**config.mk**
```make
export PLATFORM = sky130hd
export DESIGN_NAME = pidec_top
export DESIGN_NICKNAME = d
export VERILOG_FILES = /design/src/rtl/pidec_pkg.sv /design/src/rtl/pidec_top.sv
export VERILOG_INCLUDE_DIRS = /design/src /design/src/rtl
export SDC_FILE = /design/constraint.sdc
export NUM_CORES = 1
export LEC_CHECK = 0
export ABC_CLOCK_PERIOD_IN_PS = 11160
export BUFFER_PORTS_ARGS = -buffer_cell sky130_fd_sc_hd__clkbuf_2
export CORE_MARGIN = 2
export CORE_UTILIZATION = 55
export DETAILED_ROUTE_END_ITERATION = 8
export PLACE_DENSITY_LB_ADDON = 0.2
export SETUP_SLACK_MARGIN = 0.2
export SYNTH_ARGS = -nofsm -noshare
export SYNTH_HDL_FRONTEND = slang
export SYNTH_SLANG_ARGS = --single-unit
```
**constraint.sdc**
```tcl
create_clock -name i_mclk -period 11.16 [get_ports i_mclk]
set_clock_uncertainty 0.15 [all_clocks]
set_input_delay 0 -clock i_mclk [delete_from_list [all_inputs] [get_ports i_mclk]]
set_output_delay 0 -clock i_mclk [all_outputs]
set_load 0.01 [all_outputs]
```
**src/rtl/pidec_params.svh**
```systemverilog
// Purpose: constants for the pulse input decoder
// Assumes: apb register map, 20 MHz clock
// Notes:   shared by design, properties and bench
`ifndef PIDEC_PARAMS_SVH
`define PIDEC_PARAMS_SVH
// ---------------------------------------------------------------
// register byte offsets
// ---------------------------------------------------------------
`define PIDEC_OFS_ZCFG0   12'h000
`define PIDEC_OFS_ZCFG1   12'h004
`define PIDEC_OFS_SIG0    12'h008
`define PIDEC_OFS_SIG1    12'h00C
`define PIDEC_OFS_AUX0    12'h010
`define PIDEC_OFS_AUX1    12'h014
`define PIDEC_OFS_STAT    12'h018
`define PIDEC_OFS_MASK    12'h01C
`define PIDEC_OFS_CNT0    12'h020
`define PIDEC_OFS_CNT1    12'h024
`define PIDEC_OFS_UPLIM0  12'h028
`define PIDEC_OFS_UPLIM1  12'h02C
`define PIDEC_OFS_LOLIM0  12'h030
`define PIDEC_OFS_LOLIM1  12'h034
`define PIDEC_OFS_PRST0   12'h038
`define PIDEC_OFS_PRST1   12'h03C
`define PIDEC_OFS_CTL     12'h040
// ---------------------------------------------------------------
// codes and reset values
// ---------------------------------------------------------------
`define PIDEC_NIB_ON      4'h1
`define PIDEC_FN_NONE     8'h00
`define PIDEC_FN_PGATE    8'h01
`define PIDEC_FN_NGATE    8'h02
`define PIDEC_FN_PRST_R   8'h03
`define PIDEC_FN_PRST_F   8'h04
`define PIDEC_FN_RST_R    8'h05
`define PIDEC_FN_RST_F    8'h06
`define PIDEC_FN_RST_EN   8'h15
`define PIDEC_FN_RST_DIS  8'h16
`define PIDEC_TGT_C1      8'h01
`define PIDEC_TGT_C2      8'h02
`define PIDEC_UPLIM_RST   32'h7FFF_FFFF
`define PIDEC_LOLIM_RST   32'h8000_0000
`define PIDEC_ZERO32      32'h0000_0000
`define PIDEC_ZERO16      16'h0000
`define PIDEC_CNT_ONE     33'h0_0000_0001
`endif

```
**src/rtl/pidec_pkg.sv**
```systemverilog
// Purpose: types for the pulse input decoder
// Assumes: pidec_params.svh defines the constants
// Notes:   none
package pidec_pkg;
    typedef enum logic [15:0] {
        PIDEC_X1    = 16'h0000,
        PIDEC_X2    = 16'h0001,
        PIDEC_X4    = 16'h0002,
        PIDEC_UPDN  = 16'h0004,
        PIDEC_PDIR  = 16'h0008
    } pidec_sig_t;
    typedef struct packed {
        logic a;
        logic b;
        logic z;
    } pidec_enc_t;
    typedef struct packed {
        logic rise;
        logic fall;
        logic lvl;
    } pidec_edge_t;
endpackage

```
**src/rtl/pidec_top.sv**
```systemverilog
// Purpose: two-channel counter input decoder with apb registers
// Assumes: i_mclk 20 MHz, synchronous active-high reset
// Notes:   counters are always linear; error code is an event output
`timescale 1ns/1ps
`include "pidec_params.svh"
module pidec_top (
    input  wire logic                 i_mclk,
    input  wire logic                 i_rst,
    input  wire logic                 i_psel,
    input  wire logic                 i_penable,
    input  wire logic                 i_pwrite,
    input  wire logic [11:0]          i_paddr,
    input  wire logic [31:0]          i_pwdata,
    output logic      [31:0]          o_prdata,
    output logic                      o_pready,
    output logic                      o_pslverr,
    input  wire pidec_pkg::pidec_enc_t [1:0] i_enc,
    input  wire logic [1:0]           i_aux,
    output logic      [1:0]           o_err_code,
    output logic                      o_irq
);
    // ---------------------------------------------------------------
    // input synchronisers and edge detection
    // ---------------------------------------------------------------
    logic [7:0] sync1_reg;
    logic [7:0] sync2_reg;
    logic [7:0] sync3_reg;
    logic [7:0] raw;
    pidec_pkg::pidec_edge_t [7:0] ev;
    assign raw = {i_aux, i_enc[1].a, i_enc[1].b, i_enc[1].z,
                  i_enc[0].a, i_enc[0].b, i_enc[0].z};
    always_ff @(posedge i_mclk) begin
        if (i_rst) begin
            sync1_reg <= 8'h00;
            sync2_reg <= 8'h00;
            sync3_reg <= 8'h00;
        end else begin
            sync1_reg <= raw;
            sync2_reg <= sync1_reg;
            sync3_reg <= sync2_reg;
        end
    end
    genvar gi;
    generate
        for (gi = 0; gi < 8; gi++) begin : g_edge
            assign ev[gi].rise = sync2_reg[gi] & ~sync3_reg[gi];
            assign ev[gi].fall = ~sync2_reg[gi] & sync3_reg[gi];
            assign ev[gi].lvl  = sync2_reg[gi];
        end
    endgenerate

    // ---------------------------------------------------------------
    // registers
    // ---------------------------------------------------------------
    logic [15:0] zcfg_reg [2];
    logic [15:0] sig_reg  [2];
    logic [15:0] aux_reg  [2];
    logic [31:0] uplim_reg [2];
    logic [31:0] lolim_reg [2];
    logic [31:0] prst_reg [2];
    logic [31:0] cnt_reg  [2];
    logic [1:0]  gate_sw_reg;
    logic [1:0]  rst_en_reg;
    logic [1:0]  ext_rst_en_reg;
    logic [3:0]  stat_reg;
    logic [3:0]  mask_reg;
    logic [1:0]  ovf_reg;
    logic [1:0]  udf_reg;
    logic        wr;
    logic        rd;
    assign wr = i_psel & i_penable & i_pwrite;
    assign rd = i_psel & i_penable & ~i_pwrite;
    assign o_pready = 1'b1;
    always_ff @(posedge i_mclk) begin
        if (i_rst) begin
            zcfg_reg[0]  <= `PIDEC_ZERO16;
            zcfg_reg[1]  <= `PIDEC_ZERO16;
            sig_reg[0]   <= `PIDEC_ZERO16;
            sig_reg[1]   <= `PIDEC_ZERO16;
            aux_reg[0]   <= `PIDEC_ZERO16;
            aux_reg[1]   <= `PIDEC_ZERO16;
            uplim_reg[0] <= `PIDEC_UPLIM_RST;
            uplim_reg[1] <= `PIDEC_UPLIM_RST;
            lolim_reg[0] <= `PIDEC_LOLIM_RST;
            lolim_reg[1] <= `PIDEC_LOLIM_RST;
            prst_reg[0]  <= `PIDEC_ZERO32;
            prst_reg[1]  <= `PIDEC_ZERO32;
            mask_reg     <= 4'h0;
            gate_sw_reg  <= 2'b00;
            rst_en_reg   <= 2'b00;
        end else if (wr) begin
            unique case (i_paddr)
                // bits 15:8 of the z word are held at zero
                `PIDEC_OFS_ZCFG0:  zcfg_reg[0] <= {8'h00, i_pwdata[7:0]};
                `PIDEC_OFS_ZCFG1:  zcfg_reg[1] <= {8'h00, i_pwdata[7:0]};
                `PIDEC_OFS_SIG0:   sig_reg[0]  <= i_pwdata[15:0];
                `PIDEC_OFS_SIG1:   sig_reg[1]  <= i_pwdata[15:0];
                `PIDEC_OFS_AUX0:   aux_reg[0]  <= i_pwdata[15:0];
                `PIDEC_OFS_AUX1:   aux_reg[1]  <= i_pwdata[15:0];
                `PIDEC_OFS_MASK:   mask_reg    <= i_pwdata[3:0];
                `PIDEC_OFS_UPLIM0: uplim_reg[0] <= i_pwdata;
                `PIDEC_OFS_UPLIM1: uplim_reg[1] <= i_pwdata;
                `PIDEC_OFS_LOLIM0: lolim_reg[0] <= i_pwdata;
                `PIDEC_OFS_LOLIM1: lolim_reg[1] <= i_pwdata;
                `PIDEC_OFS_PRST0:  prst_reg[0] <= i_pwdata;
                `PIDEC_OFS_PRST1:  prst_reg[1] <= i_pwdata;
                `PIDEC_OFS_CTL: begin
                    gate_sw_reg <= i_pwdata[1:0];
                    rst_en_reg  <= i_pwdata[3:2];
                end
                default: ;
            endcase
        end
    end
    assign o_pslverr = 1'b0;

    // ---------------------------------------------------------------
    // per-channel decode and count
    // ---------------------------------------------------------------
    logic [1:0] gate_ok;
    logic [1:0] do_prst;
    logic [1:0] do_clr;
    logic [1:0] ext_en_set;
    logic [1:0] ext_en_clr;
    logic [1:0] step_up;
    logic [1:0] step_dn;
    logic [1:0] ovf_ev;
    logic [1:0] udf_ev;
    logic [1:0] dir_reg;
    generate
        for (gi = 0; gi < 2; gi++) begin : g_ch
            pidec_pkg::pidec_edge_t ea;
            pidec_pkg::pidec_edge_t eb;
            pidec_pkg::pidec_edge_t ez;
            logic [32:0] nxt;
            logic        up_d;
            logic        dn_d;
            assign ea = ev[3*gi+2];
            assign eb = ev[3*gi+1];
            assign ez = ev[3*gi];
            // aux functions addressed to this channel
            always_comb begin
                gate_ok[gi]    = gate_sw_reg[gi];
                do_prst[gi]    = 1'b0;
                do_clr[gi]     = 1'b0;
                ext_en_set[gi] = 1'b0;
                ext_en_clr[gi] = 1'b0;
                for (int k = 0; k < 2; k++) begin
                    // either input may address either counter
                    if (aux_reg[k][15:8] == 8'(gi + 1)) begin
                        unique case (aux_reg[k][7:0])
                            `PIDEC_FN_PGATE:  gate_ok[gi] = gate_ok[gi] & ev[6+k].lvl;
                            `PIDEC_FN_NGATE:  gate_ok[gi] = gate_ok[gi] & ~ev[6+k].lvl;
                            `PIDEC_FN_PRST_R: do_prst[gi] = do_prst[gi] | ev[6+k].rise;
                            `PIDEC_FN_PRST_F: do_prst[gi] = do_prst[gi] | ev[6+k].fall;
                            `PIDEC_FN_RST_R:  do_clr[gi] = do_clr[gi] | ev[6+k].rise;
                            `PIDEC_FN_RST_F:  do_clr[gi] = do_clr[gi] | ev[6+k].fall;
                            `PIDEC_FN_RST_EN:  ext_en_set[gi] = 1'b1;
                            `PIDEC_FN_RST_DIS: ext_en_clr[gi] = 1'b1;
                            default: ;
                        endcase
                    end
                end
                do_clr[gi] = (do_clr[gi] & rst_en_reg[gi] & ext_rst_en_reg[gi])
                           | (ez.rise & ext_rst_en_reg[gi]
                              & (zcfg_reg[gi][3:0] == `PIDEC_NIB_ON));
            end
            // decoding per signal type
            always_comb begin
                up_d = 1'b0;
                dn_d = 1'b0;
                unique case (pidec_pkg::pidec_sig_t'(sig_reg[gi]))
                    // A leads B: A rises while B low, etc.
                    pidec_pkg::PIDEC_X1: begin
                        up_d = ea.rise & ~eb.lvl;
                        dn_d = ea.fall & ~eb.lvl;
                    end
                    pidec_pkg::PIDEC_X2: begin
                        up_d = (ea.rise & ~eb.lvl) | (ea.fall & eb.lvl);
                        dn_d = (ea.rise & eb.lvl) | (ea.fall & ~eb.lvl);
                    end
                    pidec_pkg::PIDEC_X4: begin
                        up_d = (ea.rise & ~eb.lvl) | (ea.fall & eb.lvl)
                             | (eb.rise & ea.lvl) | (eb.fall & ~ea.lvl);
                        dn_d = (ea.rise & eb.lvl) | (ea.fall & ~eb.lvl)
                             | (eb.rise & ~ea.lvl) | (eb.fall & ea.lvl);
                    end
                    pidec_pkg::PIDEC_UPDN: begin
                        up_d = ea.rise & ~eb.rise;
                        dn_d = eb.rise & ~ea.rise;
                    end
                    pidec_pkg::PIDEC_PDIR: begin
                        up_d = ea.rise & eb.lvl;
                        dn_d = ea.rise & ~eb.lvl;
                    end
                    default: ;
                endcase
                step_up[gi] = up_d & gate_ok[gi];
                step_dn[gi] = dn_d & gate_ok[gi];
            end
            // signed 33-bit next value so limit tests cannot wrap
            assign nxt = step_up[gi] ? ({cnt_reg[gi][31], cnt_reg[gi]} + `PIDEC_CNT_ONE)
                                     : ({cnt_reg[gi][31], cnt_reg[gi]} - `PIDEC_CNT_ONE);
            assign ovf_ev[gi] = step_up[gi] &
                ($signed(nxt) > $signed({uplim_reg[gi][31], uplim_reg[gi]}));
            assign udf_ev[gi] = step_dn[gi] &
                ($signed(nxt) < $signed({lolim_reg[gi][31], lolim_reg[gi]}));
            always_ff @(posedge i_mclk) begin
                if (i_rst) begin
                    cnt_reg[gi]        <= `PIDEC_ZERO32;
                    ovf_reg[gi]        <= 1'b0;
                    udf_reg[gi]        <= 1'b0;
                    dir_reg[gi]        <= 1'b1;
                    ext_rst_en_reg[gi] <= 1'b1;
                    o_err_code[gi]     <= 1'b0;
                end else begin
                    if (ext_en_set[gi])
                        ext_rst_en_reg[gi] <= 1'b1;
                    else if (ext_en_clr[gi])
                        ext_rst_en_reg[gi] <= 1'b0;
                    // counting stops at the limit while flagged
                    if (do_clr[gi]) begin
                        cnt_reg[gi] <= `PIDEC_ZERO32;
                        ovf_reg[gi] <= 1'b0;
                        udf_reg[gi] <= 1'b0;
                    end else if (do_prst[gi]) begin
                        cnt_reg[gi] <= prst_reg[gi];
                        ovf_reg[gi] <= 1'b0;
                        udf_reg[gi] <= 1'b0;
                    end else if (ovf_ev[gi]) begin
                        ovf_reg[gi] <= 1'b1;
                    end else if (udf_ev[gi]) begin
                        udf_reg[gi] <= 1'b1;
                    end else if ((step_up[gi] | step_dn[gi]) & ~ovf_reg[gi] & ~udf_reg[gi]) begin
                        cnt_reg[gi] <= nxt[31:0];
                    end
                    if (step_up[gi] | step_dn[gi])
                        dir_reg[gi] <= step_up[gi];
                    o_err_code[gi] <= (ovf_ev[gi] | udf_ev[gi])
                                    & (zcfg_reg[gi][7:4] == `PIDEC_NIB_ON);
                end
            end
        end
    endgenerate

    // ---------------------------------------------------------------
    // sticky status and interrupt
    // ---------------------------------------------------------------
    logic stat_rd;
    assign stat_rd = rd & (i_paddr == `PIDEC_OFS_STAT);
    always_ff @(posedge i_mclk) begin
        if (i_rst)
            stat_reg <= 4'h0;
        else   // clear only what the read returned; a new event wins over the clear
            stat_reg <= (stat_rd ? (stat_reg & ~o_prdata[3:0]) : stat_reg) | {udf_ev, ovf_ev};
    end
    assign o_irq = |(stat_reg & mask_reg);

    // ---------------------------------------------------------------
    // read data
    // ---------------------------------------------------------------
    always_ff @(posedge i_mclk) begin
        if (i_rst) begin
            o_prdata <= `PIDEC_ZERO32;
        end else if (i_psel & ~i_penable & ~i_pwrite) begin
            unique case (i_paddr)
                `PIDEC_OFS_ZCFG0:  o_prdata <= {16'h0000, zcfg_reg[0]};
                `PIDEC_OFS_ZCFG1:  o_prdata <= {16'h0000, zcfg_reg[1]};
                `PIDEC_OFS_SIG0:   o_prdata <= {16'h0000, sig_reg[0]};
                `PIDEC_OFS_SIG1:   o_prdata <= {16'h0000, sig_reg[1]};
                `PIDEC_OFS_AUX0:   o_prdata <= {16'h0000, aux_reg[0]};
                `PIDEC_OFS_AUX1:   o_prdata <= {16'h0000, aux_reg[1]};
                `PIDEC_OFS_STAT:   o_prdata <= {20'h0_0000, dir_reg, sync2_reg[7:6],
                                                udf_reg, ovf_reg, stat_reg};
                `PIDEC_OFS_MASK:   o_prdata <= {28'h000_0000, mask_reg};
                `PIDEC_OFS_CNT0:   o_prdata <= cnt_reg[0];
                `PIDEC_OFS_CNT1:   o_prdata <= cnt_reg[1];
                `PIDEC_OFS_UPLIM0: o_prdata <= uplim_reg[0];
                `PIDEC_OFS_UPLIM1: o_prdata <= uplim_reg[1];
                `PIDEC_OFS_LOLIM0: o_prdata <= lolim_reg[0];
                `PIDEC_OFS_LOLIM1: o_prdata <= lolim_reg[1];
                `PIDEC_OFS_PRST0:  o_prdata <= prst_reg[0];
                `PIDEC_OFS_PRST1:  o_prdata <= prst_reg[1];
                `PIDEC_OFS_CTL:    o_prdata <= {28'h000_0000, rst_en_reg, gate_sw_reg};
                default:           o_prdata <= `PIDEC_ZERO32;
            endcase
        end
    end
endmodule

```
==> metrics.cfg <==
[yosys]
synthAdderAreaFrac_pct = 10.4
yosysUniqueCellTypes = 89
netlist_area_sq_mm = 0.0238
syn_area_per_cell_sq_um = 10.9
syn_inst = 2179
synth_nets = 2430
synth-edff-count = 336
synth-main-ff-cell = edfxtp_1
yosysWarnings = 0
synth_top_family_by_area = compound AO/OA/AOI/OAI gates
ys_ff_latch = 414
synth_mux_area_share_pct = 0.337
ys_seq_area_share_pct = 49.0
yosys.area_share.xor_xnor_pct = 2.02
synth_compound_area_share_pct = 19.5
synth-simple-area-share_pct = 14.6
async_reset_ff_share_pct = 0

[pwr]
peakVddDrop_mv = 0.123
power.density_mw_per_mm2 = 136
p_leak_nw = 10.6

[place]
hpwl_mm = 62.9
io_buffers = 91
gp_congestion = 1.07

[worst_hold_path]
holdPathEnd = mask_reg[2]$_SDFFE_PP0P_
holdPathStages = 5
min_path_type = in -> reg
hold_start = i_paddr[2]

[clocking]
cts_made_buffers = 43
cts.reportedPaths.clkPinSlew_ns = 0.06
clk_root_buffer_cell = clkbuf_16
cts_buffer_depth = 3
post_cts_resized = 0
h-tree-depth = 2
insertion_delay_ns = 0.62
clkSinkCount = 414
cts_tree = yes

[die]
start_util_pct = 55.4
core_area_sq_mm = 0.0429
die_h_um = 212
ios = 94
fp.dieArea_sq_mm = 0.0449
num_rows = 76
die_w_um = 212

[cells_and_area]
nets = 2560
area_delta_synth_final_pct = 12.8
drive_gt1_share_pct = 9.99

[sta]
min_period_ns = 9.18
period_share_pct = 82.2
rsz0062_at_grt = no
fmax_mhz = 109
hold_ws_ns = 0.0249
tightest_slew_ns = 1.27
finalHoldViolations = 0
setup_viol = 0
setup_tns_ns = 0
relSlewSlack_pct = 14.7
final_max_slew_viol_count = 0

[worst_setup_path]
cp-start-kind = flip-flop
critical_path_required_ns = 11.26
reg2reg_from = aux_reg[0][23]$_DFFE_PP_
crit_arrival_ns = 9.28
reg2reg_to = cnt_reg[1][13]$_SDFFCE_PN0P_
critPathMaxFanout = 32
criticalPathCategory = reg -> reg
endpoint_kind = flip-flop
rr_worst_depth = 23
ff2ff_setup_slack_ns = 1.98

[job]
cap_violations = 0

[global_route]
grt-ovfl-total = 0
track_usage_pct = 37.8
grt_pass1_vias = 19100
grt_first_pass_wirelength_mm = 122
grt_max_degree = 57
antenna_found_initial = 2

[route]
post_drt_wl_per_cell_um = 28.8
routed_via_density = 6.66
ant_nets = 0
first_pass_iters = 6
vias = 19500
drt_drc_violations_left = 0
drt_iter0_markers = 2444
wl_mm = 84.4

[status]
outcome = finished, final reports clean

==> cell families after synthesis <==
group,Yosys count
adders and majority gates,196
AOI/OAI and AO/OA,619
other,2
buffers and inverters,252
DFF,414
xor gates and xnor gates,54
muxes,8
and+or+nand+nor,634
==> layer usage <==
| metal | track usage [%] | part of all wire [%] |
|---|---|---|
| met5 | 0 | 0 |
| met1 | 44.8 | 36 |
| met4 | 27.7 | 8.6 |
| met2 | 62.3 | 46 |
| met3 | 5.98 | 8.4 |
==> critical path: stages (launching register included) <==
cell and delay, ns:
edfxtp_1 0.41, or4_1 0.65, nor4_1 0.85, a221o_1 0.37, nor2_1 0.15, inv_1 0.12, buf_4 0.37, ha_1 0.38
a2111oi_4 0.36, o21ai_1 0.20, a211oi_1 0.33, o21ai_1 0.16, a31oi_1 0.40, o211ai_1 0.22, o311ai_0 0.78, ha_1 0.25
nand4_1 0.10, or2_1 0.25, or4_1 0.58, nor3_1 0.32, nor4b_4 0.12, a2111oi_4 0.35, nand2b_1 0.48, buf_4 0.43
==> what timing repair did <==
action                                 in CTS  in global routing
hold buffers                               55                  0
buffers inserted                            0                  0
endpoints found under the hold margin     312                  0
==> where the power goes <==
group	switching (mW)	total [mW]	internal (mW)
clock	0.631	1.44	0.806
sequential	0.0717	1.80	1.73
combinational	0.251	0.405	0.155
total	0.954	3.65	2.69
==> cell usage after synthesis (all sizes together) (28+ instances only) <==
cell | instances | share of area (%)
a21o | 66 | 2.1
a21oi | 101 | 2.2
a221oi | 32 | 1.2
a222oi | 28 | 1.2
a22o | 93 | 3.4
a22oi | 112 | 3.5
and2 | 107 | 2.8
clkbuf | 82 | 1.3
dfxtp | 78 | 6.6
edfxtp | 336 | 42
ha | 192 | 10
inv | 156 | 2.5
nand2 | 79 | 1.2
nand3 | 67 | 1.4
nand4 | 40 | 1.1
nor2 | 136 | 2.1
nor2b | 41 | 1.1
o21ai | 60 | 1.3
or3 | 38 | 1.0
xnor2 | 36 | 1.3
==> worst max-delay path by stage <==
stage / startpoint / to / depth (start not counted)
5_1_grt: aux_reg[0][23]$_DFFE_PP_ / cnt_reg[1][13]$_SDFFCE_PN0P_ / 23
3_5_place_dp: aux_reg[0][23]$_DFFE_PP_ / cnt_reg[1][1]$_SDFFCE_PN0P_ / 23
3_3_place_gp: aux_reg[0][22]$_DFFE_PP_ / cnt_reg[1][0]$_SDFFCE_PN0P_ / 23
6_report: aux_reg[0][23]$_DFFE_PP_ / cnt_reg[1][13]$_SDFFCE_PN0P_ / 23
2_1_floorplan: sync2_reg[1]$_SDFF_PP0_ / cnt_reg[0][0]$_DFFE_PP_ / 25
4_1_cts: aux_reg[0][23]$_DFFE_PP_ / cnt_reg[1][13]$_SDFFCE_PN0P_ / 23
==> through the flow <==
step / util [%] / power, mW / worst slack, ns / cells / cell area (sq um)
final: 62.6 / 3.65 / 1.98 / 2929 / 26800
after global routing: 62.6 / 3.75 / 1.55 / 2929 / 26800
after CTS: 62.5 / 3.64 / 2.09 / 2927 / 26800
after detailed placement: 58.0 / 2.21 / 2.14 / 2794 / 24900
after global placement: 58.0 / 2.20 / 2.29 / 2794 / 24900
after floorplan: - / 2.05 / 2.98 / 2179 / 23800
==> layout make-up <==
| type | instances | area (sq um) |
|---|---|---|
| fillers | 3511 | 16100 |
| clock inverters | 23 | 203 |
| clock buffers | 55 | 1190 |
| multi-input cells | 1513 | 11200 |
| well taps | 585 | 732 |
| flip-flops and latches | 414 | 11700 |
| inverters | 156 | 586 |
| repair buffers | 181 | 1270 |
| diodes | 2 | 5.00 |
==> placed cells by master, fill, tap and decap left out, types with 28 or more instances in the layout <==
| cell | Yosys | final |
|---|---|---|
| a21o_1 | 66 | 66 |
| dlygate4sd3_1 | 0 | 55 |
| dfxtp_1 | 78 | 78 |
| a222oi_1 | 28 | 28 |
| nand2_1 | 79 | 79 |
| inv_1 | 156 | 156 |
| ha_1 | 192 | 192 |
| edfxtp_1 | 336 | 336 |
| nor2b_1 | 41 | 40 |
| clkbuf_2 | 0 | 90 |
| nor2_1 | 136 | 125 |
| buf_4 | 2 | 36 |
| a21oi_1 | 99 | 99 |
| nand3_1 | 67 | 67 |
| and2_1 | 107 | 107 |
| a22o_1 | 90 | 90 |
| o21ai_0 | 54 | 54 |
| a221oi_1 | 32 | 32 |
| clkbuf_16 | 0 | 44 |
| nand4_1 | 40 | 40 |
| xnor2_1 | 36 | 36 |
| a22oi_1 | 112 | 112 |
| or3_1 | 38 | 38 |
Power figures use the tool's default switching activity.
